`src/fsr_pkg.sv`:
```
// package for the fault supervision reporter
// assumes one 20 MHz clock, no software bus, fault sources given as flags
package fsr_pkg;

   // ************************************************
   // fault codes
   // ************************************************
   localparam logic [7:0] FSR_CODE_NONE = 8'h00;
   localparam logic [7:0] FSR_CODE_STD_RELAY_FIRST = 8'h04;
   localparam logic [7:0] FSR_CODE_STD_ENABLE = 8'h09;
   localparam logic [7:0] FSR_CODE_STD_CHECK_FIRST = 8'h0A;
   localparam logic [7:0] FSR_CODE_OPT_RELAY_FIRST = 8'h0D;
   localparam logic [7:0] FSR_CODE_OPT_ENABLE = 8'h10;
   localparam logic [7:0] FSR_CODE_OPT_CHECK_FIRST = 8'h11;
   localparam logic [7:0] FSR_CODE_SUPPLY_DIP_FIRST = 8'h14;
   localparam logic [7:0] FSR_CODE_PROGRAM_MEM = 8'h1E;
   localparam logic [7:0] FSR_CODE_WORK_MEM_A = 8'h32;
   localparam logic [7:0] FSR_CODE_WORK_MEM_B = 8'h3B;
   localparam logic [7:0] FSR_CODE_PARAM_MEM_FIRST = 8'h33;
   localparam logic [7:0] FSR_CODE_PARAM_MEM_LAST = 8'h38;
   localparam logic [7:0] FSR_CODE_CALIBRATION = 8'h37;
   localparam logic [7:0] FSR_CODE_IO_MODULE_FIRST = 8'h50;
   localparam logic [7:0] FSR_CODE_SUPPLY_MOD_FIRST = 8'h55;
   localparam logic [7:0] FSR_CODE_HW_CONFIG = 8'h5A;
   localparam logic [7:0] FSR_CODE_COMM_UNKNOWN = 8'h5F;
   localparam logic [7:0] FSR_CODE_PROTO_CONFIG = 8'h68;
   localparam logic [7:0] FSR_CODE_LIGHT_SENSOR_2 = 8'hF0;
   localparam logic [7:0] FSR_CODE_LIGHT_SENSOR_1 = 8'hF1;
   localparam logic [7:0] FSR_CODE_MEASURING = 8'hFD;
   localparam int FSR_REF_CODES = 6;
   localparam logic [7:0] FSR_REF_CODE_TABLE [FSR_REF_CODES] =
      '{8'h83, 8'h8B, 8'hC3, 8'hCB, 8'hDE, 8'hDF};

   // ************************************************
   // warning weights, one bit each
   // ************************************************
   localparam int FSR_WARN_BITS = 7;
   localparam int FSR_WARN_BATTERY = 0;
   localparam int FSR_WARN_TRIP_CIRCUIT = 1;
   localparam int FSR_WARN_SUPPLY_TEMP = 2;
   localparam int FSR_WARN_COMM_MODULE = 3;
   localparam int FSR_WARN_PROTO_CONFIG = 4;
   localparam int FSR_WARN_PROTO_MODULE = 5;
   localparam int FSR_WARN_LIGHT = 6;
   localparam logic [6:0] FSR_WARN_SUM_MAX = 7'h7F;

   // ************************************************
   // timing and reset values
   // ************************************************
   localparam int FSR_CLK_HZ = 20000000;
   localparam int FSR_BLINK_HALF_MS = 250;
   localparam int FSR_BLINK_HALF_CYC = FSR_CLK_HZ / 1000 * FSR_BLINK_HALF_MS;
   localparam int FSR_RESTART_TRIES = 3;
   localparam logic [7:0] FSR_CODE_RESET = 8'h00;

   typedef enum logic [1:0] {FSR_ST_NORMAL, FSR_ST_RESTART, FSR_ST_FAULT} fsr_state_e;

   // output contacts: 3 heavy trip, 5 signal
   typedef struct packed {
      logic [2:0] heavy_trip_output;
      logic [4:0] signal_output;
   } fsr_contacts_s;

   // front panel view
   typedef struct packed {
      logic ready_led;
      logic show_fault;
      logic [7:0] fault_code;
      logic show_warning;
      logic [6:0] warning_code;
   } fsr_panel_s;

endpackage

```
`src/fsr_reporter.sv`:
```
// fault supervision reporter: restart, latch, blink, lock, code display
// assumes fault sources are synchronous one-hot-ish request flags
`timescale 1ns/1ps
`default_nettype none

module fsr_reporter #(
   parameter int BLINK_HALF_CYC = fsr_pkg::FSR_BLINK_HALF_CYC,
   parameter int RESTART_TRIES = fsr_pkg::FSR_RESTART_TRIES,
   parameter int SETTINGS_W = 16
) (
   input wire logic core_clk,
   input wire logic rst_n,
   input wire logic fault_active,
   input wire logic [7:0] fault_code_in,
   input wire logic restart_done,
   output logic restart_req,
   input wire logic [fsr_pkg::FSR_WARN_BITS-1:0] warning_active,
   input wire logic warning_routing_switch,
   input wire logic clear_req,
   input wire fsr_pkg::fsr_contacts_s contacts_in,
   input wire logic [7:0] other_code_in,
   input wire logic other_show_in,
   input wire logic [SETTINGS_W-1:0] proto_settings_in,
   output logic [SETTINGS_W-1:0] proto_settings_out,
   output fsr_pkg::fsr_contacts_s contacts_out,
   output logic internal_fault_contact,
   output fsr_pkg::fsr_panel_s panel,
   output logic [7:0] fault_code_status,
   output logic code_valid
);

   // ************************************************
   // state
   // ************************************************
   localparam int BW = $clog2(BLINK_HALF_CYC + 1);

   typedef struct packed {
      fsr_pkg::fsr_state_e state;
      logic [3:0] tries;
      logic [BW-1:0] blink_cnt;
      logic blink;
      logic [7:0] code;
      logic latched;
      logic valid; // code was in the known set when latched
      fsr_pkg::fsr_contacts_s contacts;
      fsr_pkg::fsr_panel_s panel;
      logic [SETTINGS_W-1:0] settings;
   } fsr_state_s;

   fsr_state_s st_reg;
   fsr_state_s st_next;

   // code classes, a weighted sum and known-code check
   logic code_known;
   logic [6:0] warn_sum;
   logic permanent;

   // weights are powers of two, so the sum is simply the flag vector
   always_comb
   begin
      warn_sum = warning_active;
   end

   // recognised codes; unknown codes still latch, flagged as not known
   always_comb
   begin
      code_known = 1'b0;
      if (fault_code_in >= fsr_pkg::FSR_CODE_STD_RELAY_FIRST && fault_code_in <= 8'h08)
         code_known = 1'b1;
      else if (fault_code_in == fsr_pkg::FSR_CODE_STD_ENABLE || (fault_code_in >= fsr_pkg::FSR_CODE_STD_CHECK_FIRST
               && fault_code_in <= 8'h0C))
         code_known = 1'b1;
      else if (fault_code_in >= fsr_pkg::FSR_CODE_OPT_RELAY_FIRST && fault_code_in <= 8'h13)
         code_known = 1'b1;
      else if (fault_code_in == fsr_pkg::FSR_CODE_SUPPLY_DIP_FIRST || fault_code_in == 8'h15
               || fault_code_in == fsr_pkg::FSR_CODE_PROGRAM_MEM || fault_code_in == fsr_pkg::FSR_CODE_WORK_MEM_A
               || fault_code_in == fsr_pkg::FSR_CODE_WORK_MEM_B)
         code_known = 1'b1;
      else if (fault_code_in >= fsr_pkg::FSR_CODE_PARAM_MEM_FIRST && fault_code_in <= fsr_pkg::FSR_CODE_PARAM_MEM_LAST)
         code_known = 1'b1;
      else if ((fault_code_in >= fsr_pkg::FSR_CODE_IO_MODULE_FIRST && fault_code_in <= 8'h52)
               || fault_code_in == fsr_pkg::FSR_CODE_SUPPLY_MOD_FIRST || fault_code_in == 8'h56
               || fault_code_in == fsr_pkg::FSR_CODE_HW_CONFIG || fault_code_in == fsr_pkg::FSR_CODE_COMM_UNKNOWN)
         code_known = 1'b1;
      else if (fault_code_in == fsr_pkg::FSR_CODE_PROTO_CONFIG || fault_code_in == fsr_pkg::FSR_CODE_LIGHT_SENSOR_2
               || fault_code_in == fsr_pkg::FSR_CODE_LIGHT_SENSOR_1 || fault_code_in == fsr_pkg::FSR_CODE_MEASURING)
         code_known = 1'b1;
      else
      begin
         for (int i = 0; i < fsr_pkg::FSR_REF_CODES; i++)
         begin
            if (fault_code_in == fsr_pkg::FSR_REF_CODE_TABLE[i])
               code_known = 1'b1;
         end
      end
   end

   // ************************************************
   // next state
   // ************************************************
   always_comb
   begin
      st_next = st_reg;
      permanent = (st_reg.state == fsr_pkg::FSR_ST_FAULT);
      case (st_reg.state)
         fsr_pkg::FSR_ST_NORMAL:
         begin
            st_next.tries = 4'h0;
            if (fault_active)
               st_next.state = fsr_pkg::FSR_ST_RESTART;
         end
         fsr_pkg::FSR_ST_RESTART:
         begin
            // one restart per try; fault surviving all tries is permanent
            if (!fault_active)
               st_next.state = fsr_pkg::FSR_ST_NORMAL;
            else if (restart_done)
            begin
               if (st_reg.tries >= 4'(RESTART_TRIES - 1))
               begin
                  st_next.state = fsr_pkg::FSR_ST_FAULT;
                  st_next.code = fault_code_in;
                  st_next.latched = 1'b1;
                  st_next.valid = code_known;
                  st_next.blink_cnt = '0;
                  st_next.blink = 1'b0;
               end
               else
                  st_next.tries = st_reg.tries + 4'h1;
            end
         end
         fsr_pkg::FSR_ST_FAULT:
         begin
            // blink phase counter
            if (st_reg.blink_cnt >= BW'(BLINK_HALF_CYC - 1))
            begin
               st_next.blink_cnt = '0;
               st_next.blink = ~st_reg.blink;
            end
            else
               st_next.blink_cnt = st_reg.blink_cnt + BW'(1);
            if (!fault_active)
               st_next.state = fsr_pkg::FSR_ST_NORMAL;
         end
         default:
            st_next.state = fsr_pkg::FSR_ST_NORMAL;
      endcase

      // clear honoured only when not blinking; fault latch wins over clear
      if (clear_req && !permanent && st_next.state != fsr_pkg::FSR_ST_FAULT)
      begin
         st_next.latched = 1'b0;
         st_next.valid = 1'b0;
         st_next.code = fsr_pkg::FSR_CODE_NONE;
      end

      // contacts: locked to initial state while fault persists
      if (st_next.state == fsr_pkg::FSR_ST_FAULT)
         st_next.contacts = '0;
      else
      begin
         st_next.contacts = contacts_in;
         if (warning_routing_switch && warning_active[fsr_pkg::FSR_WARN_TRIP_CIRCUIT])
            st_next.contacts.signal_output[1] = 1'b1;
      end

      // panel: internal fault first, then other indications, then warnings
      st_next.panel.ready_led = (st_next.state == fsr_pkg::FSR_ST_FAULT) ? st_next.blink : 1'b1;
      st_next.panel.show_fault = st_next.latched;
      st_next.panel.show_warning = 1'b0;
      st_next.panel.warning_code = 7'h00;
      if (st_next.latched)
         st_next.panel.fault_code = st_next.code;
      else if (other_show_in)
         st_next.panel.fault_code = other_code_in;
      else
      begin
         st_next.panel.fault_code = fsr_pkg::FSR_CODE_NONE;
         st_next.panel.show_warning = (warn_sum != 7'h00);
         st_next.panel.warning_code = warn_sum;
      end

      // related settings read as zero during protocol configuration error
      st_next.settings = warning_active[fsr_pkg::FSR_WARN_PROTO_CONFIG] ? '0 : proto_settings_in;
   end

   // ************************************************
   // registers
   // ************************************************
   always_ff @(posedge core_clk or negedge rst_n)
   begin
      if (!rst_n)
      begin
         st_reg.state <= fsr_pkg::FSR_ST_NORMAL;
         st_reg.tries <= 4'h0;
         st_reg.blink_cnt <= '0;
         st_reg.blink <= 1'b0;
         st_reg.code <= fsr_pkg::FSR_CODE_RESET;
         st_reg.latched <= 1'b0;
         st_reg.valid <= 1'b0;
         st_reg.contacts <= '0;
         st_reg.panel <= '0;
         st_reg.settings <= '0;
      end
      else
         st_reg <= st_next;
   end

   // outputs
   assign restart_req = (st_reg.state == fsr_pkg::FSR_ST_RESTART);
   assign internal_fault_contact = (st_reg.state == fsr_pkg::FSR_ST_FAULT);
   assign contacts_out = st_reg.contacts;
   assign panel = st_reg.panel;
   assign fault_code_status = st_reg.code;
   assign code_valid = st_reg.latched && st_reg.valid; // registered, so a later input code cannot change it
   assign proto_settings_out = st_reg.settings;

   // ************************************************
   // checks
   // ************************************************
   property p_restart_first;
      @(posedge core_clk) disable iff (!rst_n)
      $rose(internal_fault_contact) |-> $past(restart_req);
   endproperty
   a_restart_first: assert property (p_restart_first) else $error("fault declared without restart");

   property p_contact_lock;
      @(posedge core_clk) disable iff (!rst_n)
      internal_fault_contact |-> contacts_out == '0;
   endproperty
   a_contact_lock: assert property (p_contact_lock) else $error("contacts not locked");

   property p_code_latch;
      @(posedge core_clk) disable iff (!rst_n)
      $rose(internal_fault_contact) |-> fault_code_status == $past(fault_code_in);
   endproperty
   a_code_latch: assert property (p_code_latch) else $error("fault code not latched");

   property p_priority;
      @(posedge core_clk) disable iff (!rst_n)
      panel.show_fault |-> panel.fault_code == fault_code_status && !panel.show_warning;
   endproperty
   a_priority: assert property (p_priority) else $error("fault display overridden");

   property p_no_clear;
      @(posedge core_clk) disable iff (!rst_n)
      internal_fault_contact && clear_req |=> panel.show_fault;
   endproperty
   a_no_clear: assert property (p_no_clear) else $error("clear accepted while blinking");

   property p_stay_latched;
      @(posedge core_clk) disable iff (!rst_n)
      $fell(internal_fault_contact) && !$past(clear_req) |-> fault_code_status == $past(fault_code_status);
   endproperty
   a_stay_latched: assert property (p_stay_latched) else $error("message dropped with fault");

   property p_steady_ready;
      @(posedge core_clk) disable iff (!rst_n)
      $past(rst_n) && !internal_fault_contact && !$past(internal_fault_contact) |-> panel.ready_led;
   endproperty
   a_steady_ready: assert property (p_steady_ready) else $error("ready not steady");

   property p_warn_sum;
      @(posedge core_clk) disable iff (!rst_n)
      panel.show_warning |-> panel.warning_code == $past(warning_active) && panel.warning_code <= 7'h7F;
   endproperty
   a_warn_sum: assert property (p_warn_sum) else $error("warning sum wrong");

   property p_route;
      @(posedge core_clk) disable iff (!rst_n)
      warning_routing_switch && warning_active[1] && !internal_fault_contact
         ##1 !internal_fault_contact |-> contacts_out.signal_output[1];
   endproperty
   a_route: assert property (p_route) else $error("warning not routed");

   property p_zero_settings;
      @(posedge core_clk) disable iff (!rst_n)
      warning_active[4] |=> proto_settings_out == '0;
   endproperty
   a_zero_settings: assert property (p_zero_settings) else $error("settings not zero");

   // further guards on the quiet paths
   property p_restart_req;
      @(posedge core_clk) disable iff (!rst_n)
      fault_active && !restart_req && !internal_fault_contact |=> restart_req;
   endproperty
   a_restart_req: assert property (p_restart_req) else $error("no restart on new fault");

   property p_fault_shown;
      @(posedge core_clk) disable iff (!rst_n)
      internal_fault_contact |-> panel.show_fault;
   endproperty
   a_fault_shown: assert property (p_fault_shown) else $error("fault message missing");

   property p_code_hold;
      @(posedge core_clk) disable iff (!rst_n)
      panel.show_fault && !clear_req && !restart_req |=> $stable(fault_code_status);
   endproperty
   a_code_hold: assert property (p_code_hold) else $error("latched code moved");

   property p_settings_pass;
      @(posedge core_clk) disable iff (!rst_n)
      !warning_active[fsr_pkg::FSR_WARN_PROTO_CONFIG] |=> proto_settings_out == $past(proto_settings_in);
   endproperty
   a_settings_pass: assert property (p_settings_pass) else $error("settings not passed");

   property p_warn_kept;
      @(posedge core_clk) disable iff (!rst_n)
      !panel.show_fault && !restart_req && !other_show_in && warning_active != 7'h00 |=> panel.show_warning;
   endproperty
   a_warn_kept: assert property (p_warn_kept) else $error("warning message lost");

   c_fault: cover property (@(posedge core_clk) disable iff (!rst_n) $rose(internal_fault_contact));
   c_recover: cover property (@(posedge core_clk) disable iff (!rst_n) $fell(internal_fault_contact));
   c_warn: cover property (@(posedge core_clk) disable iff (!rst_n) panel.show_warning);
   c_cleared: cover property (@(posedge core_clk) disable iff (!rst_n) $fell(panel.show_fault));
   c_routed: cover property (@(posedge core_clk) disable iff (!rst_n) warning_routing_switch && contacts_out.signal_output[1]);

endmodule

`default_nettype wire

```
`config.mk`:
```
export PLATFORM = sky130hd
export DESIGN_NAME = fsr_reporter
export DESIGN_NICKNAME = d
export VERILOG_FILES = /design/src/fsr_pkg.sv /design/src/fsr_reporter.sv
export SDC_FILE = /design/constraint.sdc
export NUM_CORES = 1
export LEC_CHECK = 0
export BUFFER_PORTS_ARGS = -buffer_cell sky130_fd_sc_hd__buf_2
export CAP_MARGIN = 5
export CORE_UTILIZATION = 26
export CTS_CLUSTER_DIAMETER = 30
export DETAILED_ROUTE_END_ITERATION = 6
export MAX_ROUTING_LAYER = met4
export SETUP_SLACK_MARGIN = 0.4
export SYNTH_ARGS = -nofsm -noshare
export SYNTH_HDL_FRONTEND = slang
export SYNTH_SLANG_ARGS = --single-unit
export TNS_END_PERCENT = 30
```
`constraint.sdc`:
```
create_clock -name core_clk -period 7.6 [get_ports core_clk]
set_clock_uncertainty 0.15 [all_clocks]
set_input_delay 1.52 -clock core_clk [delete_from_list [all_inputs] [get_ports core_clk]]
set_output_delay 1.52 -clock core_clk [all_outputs]
set_load 0.05 [all_outputs]
```
==> results of run 1 <==
-- Yosys cell counts, drive strengths merged (2+ instances only) --
master | instances | area share (%)
or3 | 4 | 0.59
o21ai | 19 | 2.2
and3 | 3 | 0.44
o21a | 4 | 0.71
a211oi | 2 | 0.35
nor3b | 12 | 2.1
dfrtp | 81 | 48
nor4 | 5 | 0.88
buf | 57 | 10
a21oi | 24 | 3.4
nand4 | 7 | 1.0
a41oi | 2 | 0.41
o211ai | 3 | 0.53
nand3 | 9 | 1.1
a21o | 7 | 1.3
a31oi | 14 | 2.1
or4 | 3 | 0.62
clkbuf | 9 | 0.80
nand2b | 5 | 0.74
nor2b | 25 | 3.7
a31o | 2 | 0.41
nor2 | 25 | 2.4
ha | 7 | 2.1
nor3 | 9 | 1.1
inv | 13 | 1.1
nand2 | 35 | 3.1
and2 | 5 | 0.80
o211a | 2 | 0.47
mux2i | 14 | 3.3
-- per-stage QoR --
| step | area, µm² | worst slack (ps) | std cells | utilization [%] |
|---|---|---|---|---|
| 2_1_floorplan | 4240 | 4290 | 425 | - |
| 3_3_place_gp | 4590 | 4020 | 683 | 28.9 |
| 3_5_place_dp | 4590 | 3940 | 683 | 28.9 |
| 4_1_cts | 4890 | 4280 | 699 | 30.8 |
| 5_1_grt | 4890 | 4160 | 699 | 30.8 |
| 6_report | 4890 | 4270 | 699 | 30.8 |
-- where the power goes --
| part | leakage, nW | switching [W] | internal, W |
|---|---|---|---|
| registers | 1.07 | 0.0000170 | 0.000460 |
| clock network | 0.140 | 0.000166 | 0.000257 |
| logic | 1.06 | 0.000196 | 0.0000770 |
-- worst min-delay path by stage --
stage | from | endpoint | slack, ps
final | st_reg[79] | st_reg[79] | 370
after global routing | st_reg[79] | st_reg[79] | 390
after CTS | st_reg[79] | st_reg[79] | 370
after detailed placement | st_reg[79] | st_reg[79] | 350
after global placement | st_reg[79] | st_reg[79] | 340
after floorplan | st_reg[79] | st_reg[79] | 320
-- routing by layer --
metal	routed length, µm	track usage (%)	up-vias
li1	-	-	1544
met1	4150	13.9	1565
met2	4470	18.8	117
met3	744	2.95	4
met4	54	3.28	0
met5	0	-	-
-- critical path, cell delays in order --
cell and delay, ps:
buf_2 130, nand2_1 90, or3b_2 580, a21oi_2 250
a21oi_4 140, nor2_4 450, mux2i_1 250
-- cell type report --
cell class              count  area (µm²)  area share (%)
flip-flops and latches     81        2030            41.5
repair buffers            108         548            11.2
multi-input cells         265        1690            34.6
clock inverters             3        22.5           0.461
well taps                 216         270            5.53
inverters                  13        48.8           0.998
clock buffers              13         280            5.73
-- kinds of logic after synthesis --
logic type | count (synthesis)
AND/OR/NAND/NOR | 152
AO/OA/AOI/OAI | 91
flip-flops | 81
buffers and inverters | 79
multiplexers | 15
adder cells (fa/ha/maj) | 7
==> flow_metrics.py, run 1 <==
metrics = {
    "run_status": {
        "status": "finished, final reports clean",
    },
    "global_route": {
        "grt_max_degree": 82,
        "first_global_vias": 2985,
        "grt_pass1_wl_um": 14700,
        "grtUsageTotal_pct": 11.5,
        "antenna_found_initial": 0,
        "grt-ovfl-total": 0,
    },
    "logic_synthesis": {
        "syn_area_mm2": 0.00424,
        "synth_top_family_by_area": "simple AND/OR/NAND/NOR gates",
        "async_reset_ff_share_pct": 100,
        "synth_mux_area_share_pct": 3.66,
        "ys_warn_count": 0,
        "ys_seq_area_share_pct": 47.8,
        "synth_compound_area_share_pct": 14.7,
        "syn_area_per_cell_um2": 9.99,
        "synth_nets": 486,
        "synth_fa_ha_area_share_pct": 2.06,
        "synthDistinctLibCells": 56,
        "yosys.area_share.simple_pct": 19.5,
        "yosys_most_used_dff": "dfrtp_1",
        "synth-edff-count": 0,
        "ys_seq_elements": 81,
        "synth_xor_xnor_area_share_pct": 0,
        "syn_inst": 425,
    },
    "clock_tree": {
        "cts_resized": 0,
        "worstSkewPairLatency_ps": 320,
        "cts_hold_buffers": 0,
        "cts_tree": "yes",
        "root_buffer": "clkbuf_16",
        "cts_buffers": 9,
        "max-clock-path-buffers": 2,
        "htree_levels": 3,
        "cts.clk_slew.worst_paths_ps": 60,
        "clock_sinks": 81,
        "post-cts-setup-buffers": 0,
    },
    "worst_setup_path": {
        "worstSetupPathType": "input pin to flip-flop",
        "rr_startpoint": "st_reg[68]",
        "cp_data_arrival_time_ps": 3420,
        "reg2regPathDepth": 6,
        "crit_required_ps": 7690,
        "start_kind": "input pin",
        "crit_start": "fault_active",
        "crit_path_end": "panel[12]",
        "r2r_end": "st_reg[66]",
        "endpoint_kind": "flip-flop",
        "path_max_fanout": 17,
        "r2r_setup_slack_ps": 4770,
    },
    "timing": {
        "max_freq_mhz": 300,
        "max-slew-margin-rel_pct": 33.0,
        "hold_viol": 0,
        "finalSetupViolCount": 0,
        "fin_crit_ps": 3330,
        "period_share_pct": 43.8,
        "rsz0062_at_grt": "false",
        "worstMarginPinSlew_ps": 1000,
        "drv_slew": 0,
        "finalSetupTns_ps": 0,
        "hold_ws_ps": 366,
    },
    "placement": {
        "numPortBuffers": 106,
        "gp_congestion": 0.795,
        "dp_hpwl_um": 6920,
    },
    "routing": {
        "routed_wl_um": 9420,
        "vias": 3230,
        "drt-pass1-iter-count": 4,
        "ant_nets": 0,
        "viasPerCell": 4.62,
        "drc": 0,
        "wl_per_cell_um": 13.5,
        "drt-initial-drc-count": 163,
    },
    "floorplanning": {
        "initial_core_util_pct": 26.7,
        "core_area_mm2": 0.0159,
        "num_rows": 46,
        "dieArea_mm2": 0.0168,
        "die_w_um": 130,
        "die_height_um": 130,
        "ioPinCount": 107,
    },
    "power": {
        "total_power_w": 0.00117,
        "p_per_area_mw_per_mm2": 240,
        "p_leak_nw": 2.26,
        "irDropWorstVdd_mv": 0.0978,
    },
    "run": {
        "maxCapViolCount": 0,
    },
    "final_layout": {
        "largest_reg_flops": 31,
        "final_nets": 539,
        "n_antenna_cell": 0,
        "area_growth_pct": 15.2,
        "mostFrequentLayoutCells": "buf_2 (105), dfrtp_1 (81), nand2_1 (35), nor2b_1 (25), nor2_1 (24)",
        "drive_above_1_share_pct": 29.0,
        "final_common_cell": "buf_2",
        "nFillCells": 1675,
    },
    "min_path": {
        "hold_depth": 1,
        "min_path_type": "flip-flop to flip-flop",
    },
}
(Power assumes the default switching activity.)
==> inputs of run 2 (changes only) <==
clock period = 2.76 ns   (was 7.6 ns; I/O delays follow)
==> run 2 against run 1 <==
Clock power rose to 2.7 times the previous value. Critical path type is now flip-flop to flip-flop. Clock-buffer cell count shrank 1. Hold slack worse by 360 ps. Non-clock buffer count up 13. Sequential share of layout area shrank 1.5 points. Power grew to 2.8 times the previous value. Flip-flop and latch count unchanged. Worst setup slack worse by 3900 ps. Die area did not move. Critical path depth stayed put. Via count up 2.9%.
==> flow_metrics.py, run 2 (synthesis gave the netlist of run 1 again) <==
metrics = {
    "run_status": {
        "status": "finished, final reports clean",
    },
    "power": {
        "total_power_w": 0.00326,
        "irDropWorstVdd_mv": 0.262,
        "p_per_area_mw_per_mm2": 641,
        "p_leak_nw": 2.36,
    },
    "worst_setup_path": {
        "worstSetupPathType": "flip-flop to flip-flop",
        "max_stage_delay_ps": 520,
        "crit_required_ps": 2820,
        "cp_slowest_cell": "or4_4",
        "path_max_fanout": 10,
        "endpoint_kind": "flip-flop",
        "start_kind": "flip-flop",
        "cp_data_arrival_time_ps": 2440,
        "worstPathCellList": "or4_4, buf_4, a211oi_2, a21oi_2, and2_4, a21o_1, mux2_4",
    },
    "final_layout": {
        "area_growth_pct": 19.8,
        "largest_reg_flops": 31,
        "final_cell_area_mm2": 0.00508,
        "multi_input_area_mm2": 0.00178,
        "drive_above_1_share_pct": 33.3,
        "nFillCells": 1627,
        "final_core_util_pct": 32.0,
        "area.sequential_mm2": 0.00203,
        "final_common_cell": "buf_2",
        "mostFrequentLayoutCells": "buf_2 (106), dfrtp_1 (79), nand2_1 (35), nor2b_1 (25), nor2_1 (24)",
        "n_antenna_cell": 0,
        "final_nets": 552,
    },
    "routing": {
        "viasPerCell": 4.67,
        "drc": 0,
        "drt-initial-drc-count": 204,
        "vias": 3323,
        "wl_per_cell_um": 13.9,
        "ant_nets": 0,
        "drt-pass1-iter-count": 5,
        "routed_wl_um": 9900,
    },
    "floorplanning": {
        "die_w_um": 130,
        "dieArea_mm2": 0.0168,
        "die_height_um": 130,
        "core_area_mm2": 0.0159,
        "num_rows": 46,
        "initial_core_util_pct": 26.7,
        "ioPinCount": 107,
    },
    "placement": {
        "dp_hpwl_um": 7100,
        "dpl-instance-area_mm2": 0.00467,
        "numPortBuffers": 106,
        "gp_congestion": 0.863,
    },
    "timing": {
        "finalSetupViolCount": 0,
        "period_share_pct": 86.3,
        "drv_slew": 0,
        "rsz0062_at_grt": "true",
        "fin_crit_ps": 2380,
        "worstMarginPinSlew_ps": 546,
        "hold_ws_ps": 3.98,
        "finalSetupTns_ps": 0,
        "max-slew-margin-rel_pct": 63.2,
        "hold_viol": 0,
        "max_freq_mhz": 420,
    },
    "min_path": {
        "min_path_type": "input pin to asynchronous set/reset pin",
    },
    "global_route": {
        "grt_max_degree": 53,
        "grt_pass1_wl_um": 15500,
        "grtUsageTotal_pct": 12.2,
        "grt-ovfl-total": 0,
        "first_global_vias": 3147,
        "antenna_found_initial": 0,
    },
    "clock_tree": {
        "root_buffer": "clkbuf_16",
        "cts_tree": "yes",
        "worstSkewPairLatency_ps": 330,
        "htree_levels": 3,
        "clock_sinks": 81,
        "max-clock-path-buffers": 2,
        "cts_hold_buffers": 0,
        "cts_buffers": 9,
        "cts.clk_slew.worst_paths_ps": 60,
    },
    "run": {
        "maxCapViolCount": 0,
    },
}
==> run 2: power by group <==
group | total [W] | switching, W | leakage [nW] | internal, W
registers | 0.00132 | 0.0000539 | 1.07 | 0.00127
clock network | 0.00113 | 0.000469 | 0.139 | 0.000659
logic | 0.000808 | 0.000559 | 1.16 | 0.000249
total | 0.00326 | 0.00108 | 2.36 | 0.00218
==> run 2: routing by layer <==
metal / routed length (µm) / vias to the layer above / track usage (%) / part of all wire [%]
met3: 762 / 8 / 3.98 / 7.7
met5: 0 / - / - / 0
met1: 4350 / 1614 / 14.5 / 44
met4: 80 / 0 / 4.58 / 0.81
li1: - / 1583 / - / -
met2: 4710 / 118 / 19.3 / 48
==> run 2: cell type report <==
type,count,area share [%]
clock inverters,4,0.517
well taps,216,5.32
multi-input cells,265,35.0
clock buffers,12,5.05
flip-flops and latches,81,39.9
inverters,13,0.960
repair buffers,121,13.2
==> run 2: metrics by stage <==
stage,setup WS [ps],std cells
after floorplan,401,425
after global placement,248,688
after detailed placement,167,688
after CTS,336,707
after global routing,306,712
final,378,712
==> run 2: path summary, 6_finish.rpt <==
check | start | endpoint | slack (ps) | cells past startpoint
worst max-delay path | st_reg[70] | st_reg[64] | 380 | 7
worst min-delay path | rst_n | panel[9] | 4 | 1
worst max register to register | st_reg[70] | st_reg[64] | 380 | 7
worst min register to register | st_reg[76] | st_reg[76] | 380 | 1
max in group asynchronous | rst_n | st_reg[65] | 1840 | 2
min in group core_clk | contacts_in[7] | contacts_out[7] | 290 | 2
==> run 2: worst max-delay path: cells and delay by family (launching register included) <==
family	cells	cell delay, ps
buffers and inverters	1	160
multiplexers	1	250
AO/OA/AOI/OAI	3	530
AND/OR/NAND/NOR	2	750
flip-flops	1	420
==> run 2: timing repair <==
| action | CTS | global route |
|---|---|---|
| gates resized for setup | 5 | 9 |
| buffers inserted | 3 | 4 |
| setup endpoints to repair | 33 | 25 |
| pin swaps | 2 | 1 |
| gates cloned | 0 | 1 |
| hold endpoints to repair | 0 | 0 |
==> inputs of run 3 (changes only) <==
CORE_ASPECT_RATIO = 0.9   (was default)
==> run 3 against run 2 <==
Routed wire length rose by 2.2%. Power rose by 4.8%. Clock power rose by 14%. Die area barely moved.
==> flow_metrics.py, run 3 (synthesis gave the netlist of run 1 again) <==
metrics = {
    "routing": {
        "routed_wl_um": 10100,
        "viasPerCell": 4.75,
        "wl_per_cell_um": 14.6,
        "ant_nets": 0,
        "drt-initial-drc-count": 317,
        "vias": 3283,
        "drt-pass1-iter-count": 4,
        "drc": 0,
    },
    "final_layout": {
        "largest_reg_flops": 31,
        "nFillCells": 1600,
        "final_nets": 547,
        "final_common_cell": "buf_2",
        "area_growth_pct": 19.0,
        "n_antenna_cell": 0,
        "multi_input_area_mm2": 0.00177,
        "area.sequential_mm2": 0.00203,
        "mostFrequentLayoutCells": "buf_2 (105), dfrtp_1 (78), nand2_1 (35), nor2b_1 (25), nor2_1 (24)",
        "drive_above_1_share_pct": 32.5,
    },
    "timing": {
        "fin_crit_ps": 2370,
        "period_share_pct": 85.8,
        "finalSetupTns_ps": 0,
        "hold_viol": 0,
        "max-slew-margin-rel_pct": 69.1,
        "rsz0062_at_grt": "true",
        "drv_slew": 0,
        "setup_ws_ps": 393,
        "worstMarginPinSlew_ps": 464,
        "finalSetupViolCount": 0,
        "max_freq_mhz": 422,
    },
    "clock_tree": {
        "htree_levels": 3,
        "cts_hold_buffers": 0,
        "clock_sinks": 81,
        "cts_buffers": 9,
        "max-clock-path-buffers": 2,
        "root_buffer": "clkbuf_16",
        "worstSkewPairLatency_ps": 340,
        "cts_tree": "yes",
        "cts.clk_slew.worst_paths_ps": 50,
    },
    "floorplanning": {
        "die_w_um": 137,
        "die_height_um": 123,
        "ioPinCount": 107,
        "core_area_mm2": 0.0157,
        "dieArea_mm2": 0.0168,
        "initial_core_util_pct": 27.1,
        "num_rows": 43,
    },
    "worst_setup_path": {
        "endpoint_kind": "flip-flop",
        "worstSetupPathType": "flip-flop to flip-flop",
        "path_max_fanout": 14,
        "cp_data_arrival_time_ps": 2470,
        "crit_required_ps": 2870,
        "reg2regPathDepth": 7,
        "rr_startpoint": "st_reg[68]",
        "start_kind": "flip-flop",
        "r2r_end": "st_reg[59]",
        "r2r_setup_slack_ps": 390,
    },
    "run": {
        "maxCapViolCount": 0,
    },
    "placement": {
        "dp_hpwl_um": 7330,
        "place_ws_ps": 151,
        "gp_congestion": 0.815,
        "numPortBuffers": 106,
    },
    "global_route": {
        "grt_max_degree": 50,
        "antenna_found_initial": 0,
        "first_global_vias": 3214,
        "grt-ovfl-total": 0,
        "grt_pass1_wl_um": 16000,
        "grtUsageTotal_pct": 12.8,
    },
    "power": {
        "irDropWorstVdd_mv": 0.397,
        "p_per_area_mw_per_mm2": 676,
        "p_leak_nw": 2.33,
        "total_power_w": 0.00341,
    },
    "run_status": {
        "status": "finished, final reports clean",
    },
    "min_path": {
        "min_path_type": "input pin to asynchronous set/reset pin",
    },
}
## run 3: layout make-up
cell class / instances / area share, %
Clock buffer: 11 / 5.00
Clock inverter: 3 / 1.29
Inverter: 13 / 0.966
Multi-Input combinational cell: 265 / 34.9
Sequential cell: 81 / 40.2
Tap cell: 202 / 5.00
Timing Repair Buffer: 116 / 12.6
## run 3: where the power goes
group / internal, W / total [W] / switching, W / leakage (nW)
combinational: 0.000245 / 0.000802 / 0.000557 / 1.11
clock: 0.000829 / 0.00129 / 0.000459 / 0.157
sequential: 0.00127 / 0.00132 / 0.0000552 / 1.06
total: 0.00234 / 0.00341 / 0.00107 / 2.33
## run 3: worst max-delay path by stage
stage / from / endpoint / slack, ps / cells after the start
CTS: st_reg[68] / st_reg[72] / 310 / 6
detailed placement: st_reg[68] / st_reg[65] / 150 / 6
finish: st_reg[68] / st_reg[59] / 390 / 7
floorplan: st_reg[65] / st_reg[64] / 400 / 7
global placement: st_reg[68] / st_reg[65] / 200 / 6
global route: st_reg[68] / st_reg[66] / 290 / 7
## run 3: through the flow
| stage | instance area, µm² | instances | hold slack [ps] | util (%) |
|---|---|---|---|---|
| final | 5050 | 691 | 0.782 | 32.3 |
| after global routing | 5050 | 691 | 28.0 | 32.3 |
| after CTS | 5000 | 688 | 9.12 | 31.9 |
| after detailed placement | 4630 | 671 | 370 | 29.6 |
| after global placement | 4630 | 671 | 343 | 29.6 |
| after floorplan | 4280 | 425 | 106 | - |
## run 3: metal layers
layer  up-vias  track usage [%]  part of all wire [%]
met2       115             19.7                    46
met1      1590             15.4                    45
met4         0             5.56                   1.3
met5         -                -                     0
met3        14             3.98                   7.6
li1       1564                -                     -
## run 3: critical path, stage by stage (launching register included)
cell	delay, ps
dfrtp_2	420
or4_4	570
o211a_1	260
a21oi_4	170
nand3_1	110
buf_6	180
or3_1	330
o21ai_0	80
## run 3: timing repair
| item | CTS | global route |
|---|---|---|
| resized for setup | 3 | 10 |
| setup buffers | 3 | 3 |
| setup endpoints to repair | 34 | 45 |
| pin swaps | 2 | 1 |
